$ cat src/ebt_pkg.sv
// ebt_pkg: shared types and constants for the external bus termination block
// assumes: one system clock; handshake pins are sampled by the core module
package ebt_pkg;

	// ==========================================================
	// cycle timing
	// ==========================================================
	localparam int unsigned MIN_ACK_CYCLES  = 3; // shortest acked cycle
	localparam int unsigned FAST_CYCLES     = 2; // fast-termination cycle
	localparam int unsigned WAIT_CNT_W      = 4; // shared wait counter width
	// extra edges a fast read spends so its data clears both input flops
	localparam logic [3:0]  FAST_DRAIN      = 4'h2;

	// acknowledge-source encodings
	localparam logic [1:0]  ACK_SRC_EXT     = 2'h0; // external acknowledge
	localparam logic [1:0]  ACK_SRC_WAIT    = 2'h1; // internal after waits
	localparam logic [1:0]  ACK_SRC_FAST    = 2'h2; // internal, two clocks

	// termination outcome codes
	localparam logic [1:0]  RES_OK          = 2'h0;
	localparam logic [1:0]  RES_FAULT       = 2'h1;

	// ==========================================================
	// carriers
	// ==========================================================
	// one bus request from the core side
	typedef struct packed {
		logic [23:0] addr;          // byte address
		logic [1:0]  size;          // transfer size hi/lo
		logic        read;          // 1 = read, 0 = write
		logic [15:0] wdata;         // write data
		logic [1:0]  ack_source;    // ack_source_field of matched select
		logic [3:0]  wait_count;    // internal waits for ACK_SRC_WAIT
	} ebt_req_type;

	// raw external termination inputs, active high after inversion
	typedef struct packed {
		logic byte_port_ack;
		logic word_port_ack;
		logic bus_fault;
		logic stop_request;
	} ebt_term_type;

	// result handed back to the core
	typedef struct packed {
		logic [15:0] rdata;         // captured read data
		logic [1:0]  port_size;     // {word_port_ack, byte_port_ack}
		logic        fault;         // cycle aborted by bus fault
	} ebt_resp_type;

	typedef enum logic [2:0] {
		ST_IDLE,
		ST_ADDR,
		ST_WAIT,
		ST_LATCH,
		ST_END,
		ST_RETRY
	} ebt_state_type;

endpackage : ebt_pkg

$ cat src/ebt_cycle_term.sv
// ebt_cycle_term: bus master termination engine for external cycles
// assumes: slave handshake pins are asynchronous and active low at the pins;
// the core holds req stable while busy; one system clock, reset async low
// logic runs on the rising edge; a rising edge here stands for the falling
// edge on which the external pins are recognized

// Notes on behaviour
// - address strobe starts cycle; data strobe qualifies writes
// - fault aborts; fault plus stop retries
// - unbounded waits, whole clocks, minimum three
// - ack recognized, data captured next edge
// - early held ack gives three clocks
// - fast termination completes in two clocks
// - ack source chooses internal or external
// - fast cycles strobe data only on reads
// - fast acknowledge is internal only
module ebt_cycle_term (
	input  wire logic                 clock,
	input  wire logic                 resetn,
	// core side
	input  wire logic                 req_valid,
	input  wire ebt_pkg::ebt_req_type req,
	output logic                      req_ready,
	output logic                      done,
	output ebt_pkg::ebt_resp_type     resp,
	// pins toward the slaves (active low where named _n)
	output logic                      address_strobe_n,
	output logic                      data_strobe_n,
	output logic                      read_write,
	output logic [23:0]               addr_out,
	output logic [1:0]                size_out,
	output logic [15:0]               data_out,
	output logic                      data_oe_n,
	input  wire logic [15:0]          data_in,
	input  wire logic                 byte_port_ack_n,
	input  wire logic                 word_port_ack_n,
	input  wire logic                 bus_fault_n,
	input  wire logic                 stop_request_n
);

	// ==========================================================
	// input synchronisers
	// ==========================================================
	ebt_pkg::ebt_term_type sync1_reg;   // first stage, read by stage two only
	ebt_pkg::ebt_term_type sync2_reg;   // usable samples
	logic [15:0]           din1_reg;    // data bus first stage
	logic [15:0]           din2_reg;    // data bus second stage

	// two flops on every pin: costs latency, avoids metastable decisions
	always_ff @(posedge clock or negedge resetn) begin
		if (!resetn) begin
			sync1_reg <= '0;
			sync2_reg <= '0;
			din1_reg  <= 16'h0000;
			din2_reg  <= 16'h0000;
		end else begin
			sync1_reg <= {~byte_port_ack_n, ~word_port_ack_n,
			              ~bus_fault_n, ~stop_request_n};
			sync2_reg <= sync1_reg;
			din1_reg  <= data_in;
			din2_reg  <= din1_reg;
		end
	end

	logic ack_seen;   // any port-size acknowledge present
	assign ack_seen = sync2_reg.byte_port_ack | sync2_reg.word_port_ack;

	// ==========================================================
	// cycle state machine
	// ==========================================================
	ebt_pkg::ebt_state_type state_reg,  state_next;
	ebt_pkg::ebt_req_type   cur_reg,    cur_next;    // latched request
	logic [3:0]             wait_reg,   wait_next;   // shared wait counter
	logic [1:0]             psize_reg,  psize_next;  // acked port width
	logic                   fault_reg,  fault_next;  // bus fault seen, in wait or latch
	logic                   retry_reg,  retry_next;  // retry requested
	ebt_pkg::ebt_resp_type  resp_reg,   resp_next;
	logic                   done_reg,   done_next;
	logic                   fast_drain;  // fast cycle, read or write, still draining

	// the synchroniser costs two edges, which a two-clock pin cycle
	// cannot hide; the core waits, the pins are already free
	assign fast_drain = (cur_reg.ack_source == ebt_pkg::ACK_SRC_FAST)
	                  & (wait_reg != 4'h0);

	// next-state logic for the whole cycle
	always_comb begin
		state_next = state_reg;
		cur_next   = cur_reg;
		wait_next  = wait_reg;
		psize_next = psize_reg;
		fault_next = fault_reg;
		retry_next = retry_reg;
		resp_next  = resp_reg;
		done_next  = 1'b0;
		unique case (state_reg)
			ebt_pkg::ST_IDLE: begin
				// new cycle; address strobe marks its start
				if (req_valid) begin
					cur_next   = req;
					wait_next  = req.wait_count;
					fault_next = 1'b0;
					retry_next = 1'b0;
					state_next = ebt_pkg::ST_ADDR;
				end
			end
			ebt_pkg::ST_ADDR: begin
				// fast termination: internal ack, no pin sampled
				if (cur_reg.ack_source == ebt_pkg::ACK_SRC_FAST) begin
					psize_next = 2'h2;
					wait_next  = ebt_pkg::FAST_DRAIN;
					state_next = ebt_pkg::ST_END;
				end else begin
					state_next = ebt_pkg::ST_WAIT;
				end
			end
			ebt_pkg::ST_WAIT: begin
				// fault alone aborts, fault with stop retries
				if (sync2_reg.bus_fault) begin
					fault_next = 1'b1;
					retry_next = sync2_reg.stop_request;
					state_next = ebt_pkg::ST_END;
				end else if (cur_reg.ack_source == ebt_pkg::ACK_SRC_WAIT) begin
					// internal ack after the shared count expires
					if (wait_reg == 4'h0) begin
						psize_next = 2'h2;
						state_next = ebt_pkg::ST_LATCH;
					end else begin
						wait_next = wait_reg - 4'h1;
					end
				end else if (ack_seen) begin
					// port width taken from which ack stands alone
					psize_next = {sync2_reg.word_port_ack,
					              sync2_reg.byte_port_ack};
					state_next = ebt_pkg::ST_LATCH;
				end
				// otherwise stay: one whole-clock wait, no limit
			end
			ebt_pkg::ST_LATCH: begin
				// data taken one edge after ack recognition
				resp_next.rdata = din2_reg;
				// a late fault one clock after the ack still counts
				if (sync2_reg.bus_fault) begin
					fault_next = 1'b1;
					retry_next = sync2_reg.stop_request;
				end
				state_next = ebt_pkg::ST_END;
			end
			ebt_pkg::ST_END: begin
				// strobes are off; a fast read waits here while the value
				// sampled in its second clock crosses both input flops
				if (fast_drain) begin
					wait_next = wait_reg - 4'h1;
				end else if (retry_reg) begin
					state_next = ebt_pkg::ST_RETRY;
				end else begin
					if (cur_reg.ack_source == ebt_pkg::ACK_SRC_FAST) begin
						resp_next.rdata = din2_reg;
					end
					resp_next.port_size = psize_reg;
					resp_next.fault     = fault_reg;
					done_next           = 1'b1;
					state_next          = ebt_pkg::ST_IDLE;
				end
			end
			ebt_pkg::ST_RETRY: begin
				// rerun the same request once stop-request falls
				if (!sync2_reg.stop_request) begin
					wait_next  = cur_reg.wait_count;
					fault_next = 1'b0;
					retry_next = 1'b0;
					state_next = ebt_pkg::ST_ADDR;
				end
			end
			default: begin
				state_next = ebt_pkg::ST_IDLE;
			end
		endcase
	end

	// state registers
	always_ff @(posedge clock or negedge resetn) begin
		if (!resetn) begin
			state_reg <= ebt_pkg::ST_IDLE;
			cur_reg   <= '0;
			wait_reg  <= 4'h0;
			psize_reg <= 2'h0;
			fault_reg <= 1'b0;
			retry_reg <= 1'b0;
			resp_reg  <= '0;
			done_reg  <= 1'b0;
		end else begin
			state_reg <= state_next;
			cur_reg   <= cur_next;
			wait_reg  <= wait_next;
			psize_reg <= psize_next;
			fault_reg <= fault_next;
			retry_reg <= retry_next;
			resp_reg  <= resp_next;
			done_reg  <= done_next;
		end
	end

	// ==========================================================
	// pin drivers
	// ==========================================================
	logic as_next, ds_next;   // strobe values for the coming cycle
	logic as_reg,  ds_reg;    // registered, active high internally

	// address strobe covers every active state; end state drops both strobes
	always_comb begin
		as_next = (state_next == ebt_pkg::ST_ADDR)
		        | (state_next == ebt_pkg::ST_WAIT)
		        | (state_next == ebt_pkg::ST_LATCH);
		// reads strobe at once, writes when data is stable
		ds_next = as_next & (cur_next.read
		        | (state_next != ebt_pkg::ST_ADDR));
		// fast cycles never strobe data on writes
		if (cur_next.ack_source == ebt_pkg::ACK_SRC_FAST
		    && !cur_next.read) begin
			ds_next = 1'b0;
		end
		// fast cycle: two clocks, strobes only in the address state
		if (cur_next.ack_source == ebt_pkg::ACK_SRC_FAST
		    && state_next == ebt_pkg::ST_ADDR && cur_next.read) begin
			ds_next = 1'b1;
		end
	end

	always_ff @(posedge clock or negedge resetn) begin
		if (!resetn) begin
			as_reg <= 1'b0;
			ds_reg <= 1'b0;
		end else begin
			as_reg <= as_next;
			ds_reg <= ds_next;
		end
	end

	// address, size, direction hold through the end state
	assign address_strobe_n = ~as_reg;
	assign data_strobe_n    = ~ds_reg;
	assign read_write       = cur_reg.read;
	assign addr_out         = cur_reg.addr;
	assign size_out         = cur_reg.size;
	assign data_out         = cur_reg.wdata;
	assign data_oe_n        = ~((state_reg != ebt_pkg::ST_IDLE)
	                          & (state_reg != ebt_pkg::ST_RETRY)
	                          & ~cur_reg.read);
	assign req_ready        = (state_reg == ebt_pkg::ST_IDLE);
	assign done             = done_reg;
	assign resp             = resp_reg;

endmodule : ebt_cycle_term

$ cat config.mk
export PLATFORM = sky130hd
export DESIGN_NAME = ebt_cycle_term
export DESIGN_NICKNAME = d
export VERILOG_FILES = /design/src/ebt_pkg.sv /design/src/ebt_cycle_term.sv
export SDC_FILE = /design/constraint.sdc
export NUM_CORES = 1
export LEC_CHECK = 0
export BUFFER_PORTS_ARGS = -buffer_cell sky130_fd_sc_hd__buf_2
export CORE_MARGIN = 2
export CORE_UTILIZATION = 40
export CTS_BUF_LIST = sky130_fd_sc_hd__clkbuf_16
export CTS_CLUSTER_DIAMETER = 120
export DETAILED_ROUTE_END_ITERATION = 16
export PLACE_DENSITY = 0.63
export SETUP_SLACK_MARGIN = 0.4
export SYNTH_ARGS = -nofsm -noshare
export SYNTH_HDL_FRONTEND = slang
export SYNTH_SLANG_ARGS = --single-unit
$ cat constraint.sdc
create_clock -name clock -period 2.85 [get_ports clock]
set_clock_uncertainty 0.2 [all_clocks]
set_input_delay 0.57 -clock clock [delete_from_list [all_inputs] [get_ports clock]]
set_output_delay 0.57 -clock clock [all_outputs]
set_load 0.05 [all_outputs]
==> flow_metrics.py, run 1 <==
metrics = {
    "sta": {
        "slew-limit-headroom_pct": 55.8,
        "final-max-slew-violation-count": 0,
        "hold_viol_final": 0,
        "worst_slew_pin_slew_ns": 0.663,
        "fin_tns_setup_ns": 0,
        "period_needed_ns": 2.42,
        "setup_viol": 0,
        "rsz0062_at_grt": "true",
        "final.period_utilization_pct": 85.0,
        "timing.fmax_mhz": 413,
    },
    "grt": {
        "grt_start_max_net_pins": 50,
        "grt_pass1_vias": 3246,
        "grt-ovfl-total": 0,
        "antenna_found_initial": 0,
        "grt_use_total_pct": 15.6,
        "grt_pass1_wl_um": 15900,
    },
    "synth": {
        "synthTopCellsByArea": "dfrtp_1, mux2_2, buf_4",
        "synth-edff-count": 0,
        "synth.distinct_cells": 56,
        "synth_top_cell_by_area": "dfrtp_1",
        "syn_nets": 435,
        "synthArstFlopShare_pct": 100,
        "yosysWarningCount": 0,
        "ys_ff_latch": 122,
        "synth_top_area_share_pct": 60.5,
        "synth_area_mm2": 0.00504,
        "synth_ff_type": "dfrtp_1",
        "avgSynthCellArea_um2": 14.0,
        "yosysSeqAreaShare_pct": 60.5,
        "synthCells": 361,
    },
    "cts": {
        "root_buffer": "clkbuf_16",
        "numCtsBuffers": 17,
        "htreeDepth": 4,
        "clk_latency_ns": 0.42,
        "clkSlewWorstSetupHoldPaths_ns": 0.06,
        "clockBufferDepth": 2,
        "cts_sinks": 122,
        "cts_tree": "done",
    },
    "floorplanning": {
        "die_h_um": 116,
        "die-area_mm2": 0.0135,
        "ios": 139,
        "start_util_pct": 40.4,
        "rows": 41,
        "core_area_mm2": 0.0125,
        "die_x_um": 116,
    },
    "placement": {
        "io_buffers": 138,
        "placed_cells": 622,
        "hpwlAfterDp_um": 6570,
        "globalplace.congestion": 0.863,
    },
    "routing": {
        "dr_total_vias": 3156,
        "route.met2.wl_um": 4510,
        "wire_per_inst_um": 14.7,
        "postRouteAntennaNets": 0,
        "wl_met3_um": 746,
        "met1_length_um": 4220,
        "drcViolationCount": 0,
        "wirelength_um": 9670,
        "drtPass1Iterations": 4,
        "drt_iter0_drc": 194,
        "viasPerCell": 4.79,
        "maxUsedRoutingLayer": "met4",
    },
    "layout": {
        "drive_gt1_share_pct": 54.2,
        "final_cell_mix": "buf_2, dfrtp_1, mux2_2",
        "nets": 548,
        "area_growth_pct": 28.2,
        "final_common_cell": "buf_2",
        "antennaDiodeCount": 0,
        "largest_reg_flops": 24,
        "layout.cells.non_filler": 659,
        "seq_area_mm2": 0.00305,
        "nFillCells": 1095,
        "multiInputGateArea_mm2": 0.00153,
    },
    "setup_path": {
        "critPathMaxStageDelay_ns": 0.42,
        "cp.required_ns": 2.08,
        "endpoint_kind": "output port",
        "startpoint_type": "flop",
        "crit_chain": "buf_12 > or2_4 > a21oi_2 > or2_4 > buf_12",
        "critPathKind": "flop to output port",
        "crit_arrival_ns": 1.65,
        "ff2ff_setup_slack_ns": 0.52,
        "crit_buf_inv": 2,
        "cp_max_fo": 14,
        "crit_family": "flip-flops",
        "cpMaxStageDelayCell": "dfrtp_2",
    },
    "worst_hold_path": {
        "min-delay-path-class": "input port to flop",
    },
    "pwr": {
        "ir_worst_vdd_mv": 0.863,
        "p_leak_nw": 3.04,
        "switching_power_mw": 3.84,
        "pwr-share-comb_pct": 44.4,
        "p_per_area_mw_per_mm2": 1440,
        "pwr-share-clk_pct": 26.9,
        "pwr-share-seq_pct": 28.7,
        "internal-power_mw": 5.49,
        "swShare_pct": 41.2,
    },
    "run_status": {
        "status": "finished clean",
    },
    "run": {
        "maxCapViolations": 0,
    },
}
## final cells by class
class	instances	area share, %
inverters	18	1.05
clock inverters	15	4.20
clock buffers	17	6.58
well taps	172	3.33
multi-input cells	162	23.7
repair buffers	153	13.9
flip-flops and latches	122	47.3
## path summary, 6_finish.rpt
path,start,end,cells past startpoint
min in group asynchronous,resetn,din2_reg[10],2
max,state_reg[0],data_oe_n,5
max in group asynchronous,resetn,addr_out[2],3
max reg2reg,wait_reg[0],resp[14],7
min,data_in[3],din1_reg[3],1
min reg2reg,din1_reg[3],din2_reg[3],0
## metrics by stage
stage	cell area [um2]	hold WS (ns)	utilization, %	worst slack [ns]	total power [mW]
6_report	6460	0.0556	51.9	0.429	9.33
4_1_cts	6460	0.0342	51.8	0.400	9.41
5_1_grt	6460	0.0337	51.9	0.352	9.82
2_1_floorplan	5050	0.0744	-	0.520	6.25
3_3_place_gp	5640	0.132	45.3	0.300	6.61
3_5_place_dp	5640	0.136	45.3	0.216	6.70
## synth_stat cells, drive strengths merged (2+ instances only)
cell type	number
dfrtp	122
mux2	69
buf	54
inv	17
nor2b	7
a211oi	6
a21oi	6
clkbuf	5
nand3	5
a22o	4
nand2	4
nor2	4
o211ai	4
mux2i	3
nand2b	3
nor3	3
a32o	2
a41oi	2
and3	2
ha	2
nor3b	2
nor4	2
nor4b	2
o21ai	2
o22ai	2
o2bb2ai	2
o31ai	2
or2	2
or3b	2
## power by group through the flow
| stage | sequential (mW) | combinational (mW) | clock, mW |
|---|---|---|---|
| finish | 2.68 | 4.14 | 2.51 |
| CTS | 2.69 | 4.15 | 2.57 |
| global route | 2.76 | 4.39 | 2.67 |
| global placement | 2.68 | 3.94 | 0 |
| detailed placement | 2.70 | 4.00 | 0 |
| floorplan | 3.14 | 3.11 | 0 |
## cells by family (layout without fill, tap and decap cells)
kind of cell | count (synthesis) | after routing | share of synthesized area, %
adders and majority gates | 2 | 2 | 0.496
xor gates and xnor gates | 1 | 1 | 0.174
DFF | 122 | 122 | 60.5
AOI/OAI and AO/OA | 46 | 46 | 7.25
and+or+nand+nor | 41 | 41 | 5.06
buffers and inverters | 77 | 203 | 9.73
muxes | 72 | 72 | 16.7
## per-layer routing
layer / vias up / track usage [%]
li1: 1462 / -
met1: 1554 / 19.4
met2: 124 / 23.1
met3: 16 / 7.01
met4: 0 / 7.62
met5: - / 0
## what timing repair did
item	CTS	global route
pin swaps	2	0
gates resized for setup	11	2
setup buffers	3	0
cloned	1	0
hold endpoints to repair	12	0
hold buffers	1	0
endpoints found under the setup margin	17	11
Power figures use the tool's default switching activity.
==> run 2: changes to the inputs <==
- clock period: 2.85 -> 2.4 ns (I/O delays scaled with it)
==> flow_metrics.py, run 2 (synthesis results as in run 1) <==
metrics = {
    "setup_path": {
        "cpMostUsedCell": "a211oi_1",
        "crit_chain": "inv_2 > ha_4 > or3b_4 > buf_6 > a211oi_1 > a211oi_2 > a211oi_1",
        "cp_max_fo": 4,
        "critPathKind": "flop to flop",
        "startpoint_type": "flop",
        "endpoint_kind": "flop",
        "crit_arrival_ns": 2.36,
        "cpMaxStageDelayCell": "a211oi_1",
        "reg2reg_from": "wait_reg[0]",
        "cp.required_ns": 2.51,
        "crit_start": "wait_reg[0]",
        "critPathMaxStageDelay_ns": 0.46,
    },
    "pwr": {
        "swShare_pct": 41.6,
        "internal-power_mw": 6.76,
        "switching_power_mw": 4.82,
        "ir_worst_vdd_mv": 0.882,
        "pwr-share-seq_pct": 27.9,
        "p_per_area_mw_per_mm2": 1620,
        "pwr-share-clk_pct": 21.4,
        "power_mw": 11.6,
        "pwr-share-comb_pct": 50.7,
        "p_leak_nw": 3.44,
    },
    "run": {
        "maxCapViolations": 0,
    },
    "worst_hold_path": {
        "min-delay-path-class": "input port to flop",
        "holdCritStartpoint": "req[16]",
    },
    "routing": {
        "drcViolationCount": 0,
        "wl_met3_um": 719,
        "wirelength_um": 11300,
        "viasPerCell": 4.77,
        "met1_length_um": 4630,
        "maxUsedRoutingLayer": "met4",
        "route.met2.wl_um": 5620,
        "drt_iter0_drc": 200,
        "wire_per_inst_um": 15.8,
        "postRouteAntennaNets": 0,
        "dr_total_vias": 3400,
        "drtPass1Iterations": 4,
    },
    "sta": {
        "slew-limit-headroom_pct": 66.4,
        "worst_slew_pin_slew_ns": 0.500,
        "hold_viol_final": 0,
        "final.period_utilization_pct": 93.6,
        "final-max-slew-violation-count": 0,
        "rsz0062_at_grt": "true",
        "period_needed_ns": 2.25,
        "fin_tns_setup_ns": 0,
        "timing.fmax_mhz": 445,
        "setup_viol": 0,
    },
    "cts": {
        "numCtsBuffers": 17,
        "htreeDepth": 4,
        "clockBufferDepth": 2,
        "cts_tree": "done",
        "cts_sinks": 122,
        "clk_latency_ns": 0.41,
        "root_buffer": "clkbuf_16",
        "clkSlewWorstSetupHoldPaths_ns": 0.05,
    },
    "grt": {
        "antenna_found_initial": 0,
        "grt_use_total_pct": 16.5,
        "grt_pass1_vias": 3433,
        "grt-ovfl-total": 0,
        "grt_start_max_net_pins": 45,
        "grt_pass1_wl_um": 16800,
    },
    "run_status": {
        "status": "finished clean",
    },
    "layout": {
        "nFillCells": 1004,
        "multiInputGateArea_mm2": 0.00174,
        "largest_reg_flops": 24,
        "drive_gt1_share_pct": 57.3,
        "antennaDiodeCount": 0,
        "final_common_cell": "buf_2",
        "seq_area_mm2": 0.00305,
        "area_growth_pct": 42.2,
        "nets": 602,
        "final_cell_mix": "buf_2, dfrtp_1, mux2_4",
    },
    "floorplanning": {
        "ios": 139,
        "die_x_um": 116,
        "start_util_pct": 40.4,
        "die_h_um": 116,
        "rows": 41,
        "die-area_mm2": 0.0135,
        "core_area_mm2": 0.0125,
    },
    "placement": {
        "io_buffers": 138,
        "hpwlAfterDp_um": 6780,
        "globalplace.congestion": 0.856,
    },
}
==> run 2: cell count changes in the layout (fill, tap and decap cells not counted), sizes merged <==
| cell | change |
|---|---|
| clkbuf | +4 |
| dlygate4sd3 | +20 |
| buf | +30 |
| bufinv | -4 |
| clkinvlp | +1 |
| clkinv | +4 |
| inv | -1 |
==> run 2: area by class of cell <==
cell class,count,area share (%)
Multi-Input combinational cell,162,24.3
Inverter,18,0.943
Clock inverter,15,2.23
Timing Repair Buffer,207,20.9
Clock buffer,17,5.93
Sequential cell,122,42.6
Tap cell,172,3.00
==> run 2: metrics by stage <==
| step | instance area (um2) | worst slack [ns] | hold slack (ns) | cells | util, % |
|---|---|---|---|---|---|
| detailed placement | 5720 | 0.0717 | 0.136 | 628 | 45.9 |
| floorplan | 5070 | 0.126 | -0.0156 | 361 | - |
| global route | 7170 | 0.130 | 0.0832 | 713 | 57.5 |
| CTS | 6840 | 0.173 | 0.0853 | 702 | 54.9 |
| finish | 7170 | 0.154 | 0.102 | 713 | 57.5 |
| global placement | 5720 | 0.131 | 0.133 | 628 | 45.9 |
==> run 2: power groups by stage <==
stage | clock network, mW | registers, mW | logic, mW
2_1_floorplan | 0 | 3.72 | 3.73
3_3_place_gp | 0 | 3.19 | 4.78
3_5_place_dp | 0 | 3.22 | 4.85
4_1_cts | 2.55 | 3.20 | 5.38
5_1_grt | 2.67 | 3.31 | 6.18
6_report | 2.48 | 3.23 | 5.87
==> run 2: worst max-delay path: cells and delay by family, from the launching register on <==
kind	cells	cell delay (ns)
compound gates	3	0.80
fa+ha+maj	1	0.12
buf+inv	2	0.24
flops	1	0.39
simple gates	1	0.40
==> run 2: timing repair <==
| action | 4_1_cts | 5_1_grt |
|---|---|---|
| resized for setup | 34 | 43 |
| gates cloned | 2 | 5 |
| hold buffers | 21 | 0 |
| setup buffers | 19 | 6 |
| endpoints found under the hold margin | 60 | 0 |
| endpoints found under the setup margin | 77 | 56 |
| pin swaps | 9 | 7 |
==> run 2: layer usage <==
layer  global-route usage, %  vias up
met3                    6.07       20
met4                    7.62        0
met1                    19.0     1683
met2                    27.6      135
met5                       0        -
li1                        -     1562
==> run 2: worst paths after layout <==
kind                       cells past startpoint  slack [ns]      endpoint
max in group asynchronous                      3        1.01   data_out[1]
min reg2reg                                    0        0.14  sync2_reg[3]
max                                            7        0.15        ds_reg
min in group asynchronous                      2        0.27   din2_reg[4]
min                                            2        0.10  data_out[10]
max reg2reg                                    7        0.15        ds_reg
==> run 3: changes to the inputs <==
- CORE_ASPECT_RATIO: unset -> 1.4
- CTS_BUF_LIST: sky130_fd_sc_hd__clkbuf_16 -> unset
==> flow_metrics.py, run 3 (synthesis results as in run 1) <==
metrics = {
    "setup_path": {
        "reg2reg_from": "state_reg[0]",
        "ff2ff_setup_slack_ns": 0.20,
        "r2r_cells": 6,
        "crit_arrival_ns": 1.53,
        "startpoint_type": "flop",
        "cp.required_ns": 1.72,
        "critPathKind": "flop to output port",
        "endpoint_kind": "output port",
        "cp_max_fo": 4,
        "reg2reg_to": "resp[8]",
    },
    "layout": {
        "area_growth_pct": 34.6,
        "nets": 583,
        "antennaDiodeCount": 0,
        "final_cell_mix": "buf_2, dfrtp_1, mux2_2",
        "final_common_cell": "buf_2",
        "layout.cells.non_filler": 671,
        "drive_gt1_share_pct": 57.6,
        "utilization_pct": 55.1,
        "largest_reg_flops": 24,
    },
    "routing": {
        "wirelength_um": 10300,
        "postRouteAntennaNets": 0,
        "dr_total_vias": 3279,
        "drt_iter0_drc": 129,
        "drcViolationCount": 0,
        "viasPerCell": 4.89,
        "drtPass1Iterations": 4,
        "wire_per_inst_um": 15.4,
    },
    "worst_hold_path": {
        "min_to": "sync1_reg[0]",
        "min-delay-path-class": "input port to flop",
        "hold_depth": 2,
        "holdCritStartpoint": "stop_request_n",
    },
    "placement": {
        "placed_cells": 605,
        "io_buffers": 138,
        "hpwlAfterDp_um": 6770,
        "globalplace.congestion": 0.838,
    },
    "sta": {
        "hold_viol_final": 0,
        "slew-limit-headroom_pct": 65.6,
        "setup_viol": 0,
        "period_needed_ns": 2.21,
        "rsz0062_at_grt": "true",
        "whs_ns": 0.0180,
        "final.period_utilization_pct": 92.0,
        "fin_tns_setup_ns": 0,
        "final-max-slew-violation-count": 0,
        "timing.fmax_mhz": 453,
        "worst_slew_pin_slew_ns": 0.516,
    },
    "pwr": {
        "p_leak_nw": 3.20,
        "p_per_area_mw_per_mm2": 1640,
        "ir_worst_vdd_mv": 0.914,
    },
    "floorplanning": {
        "start_util_pct": 41.0,
        "core_area_mm2": 0.0123,
        "die-area_mm2": 0.0135,
        "ios": 139,
        "die_h_um": 137,
        "rows": 48,
        "die_x_um": 98.9,
    },
    "cts": {
        "cts_tree": "done",
        "cts_sinks": 122,
        "numCtsBuffers": 17,
        "clk_latency_ns": 0.40,
        "htreeDepth": 4,
        "clkSlewWorstSetupHoldPaths_ns": 0.05,
        "root_buffer": "clkbuf_16",
        "clockBufferDepth": 2,
    },
    "grt": {
        "grt-ovfl-total": 0,
        "grt_pass1_vias": 3526,
        "grt_use_total_pct": 16.1,
        "antenna_found_initial": 0,
        "grt_pass1_wl_um": 17200,
        "grt_start_max_net_pins": 49,
    },
    "run_status": {
        "status": "finished clean",
    },
    "run": {
        "maxCapViolations": 0,
    },
}
==> run 3: repair_timing <==
action | 4_1_cts | 5_1_grt
pin swaps | 15 | 5
gates cloned | 1 | 0
hold endpoints to repair | 52 | 0
setup endpoints to repair | 63 | 51
buffers inserted | 11 | 6
resized for setup | 33 | 16
hold buffers | 17 | 0
==> run 3: worst max path at each step <==
stage,depth (start not counted),end,startpoint
5_1_grt,4,data_oe_n,state_reg[2]
4_1_cts,5,data_oe_n,state_reg[2]
6_report,4,data_oe_n,state_reg[2]
3_3_place_gp,7,resp[7],wait_reg[0]
3_5_place_dp,7,resp[8],wait_reg[0]
2_1_floorplan,9,resp[10],wait_reg[0]
==> run 3: report_power, final <==
group          internal, mW  switching, mW
registers              2.79          0.416
logic                  1.97           3.40
clock network          1.63          0.924
==> run 3: cell type report <==
| type | instances | area [um2] |
|---|---|---|
| Multi-Input combinational cell | 162 | 1650 |
| Clock buffer | 17 | 425 |
| Fill cell | 974 | 5530 |
| Inverter | 18 | 67.6 |
| Tap cell | 150 | 188 |
| Sequential cell | 122 | 3060 |
| Timing Repair Buffer | 188 | 1230 |
| Clock inverter | 14 | 171 |
==> run 3: metal layers <==
layer  track usage, %  share of wire [%]  up-vias  routed length (um)
met5                0                  0        -                   0
met4             6.39                2.2        0                 222
met3             4.14                5.1       14                 529
met2             28.0                 52      114                5320
met1             18.9                 41     1627                4250
li1                 -                  -     1524                   -
==> run 3: per-stage QoR <==
step,power (mW),cell area [um2],setup slack (ns)
3_3_place_gp,7.95,5670,0.135
6_report,11.1,6790,0.192
3_5_place_dp,8.02,5670,0.109
2_1_floorplan,7.45,5070,0.126
4_1_cts,11.0,6660,0.176
5_1_grt,11.7,6790,0.126
==> run 3: worst max-delay path, stage by stage, from the launching register on <==
cell	delay [ns]
dfrtp_2	0.44
or2_4	0.28
a21oi_4	0.13
or2_4	0.14
buf_8	0.14
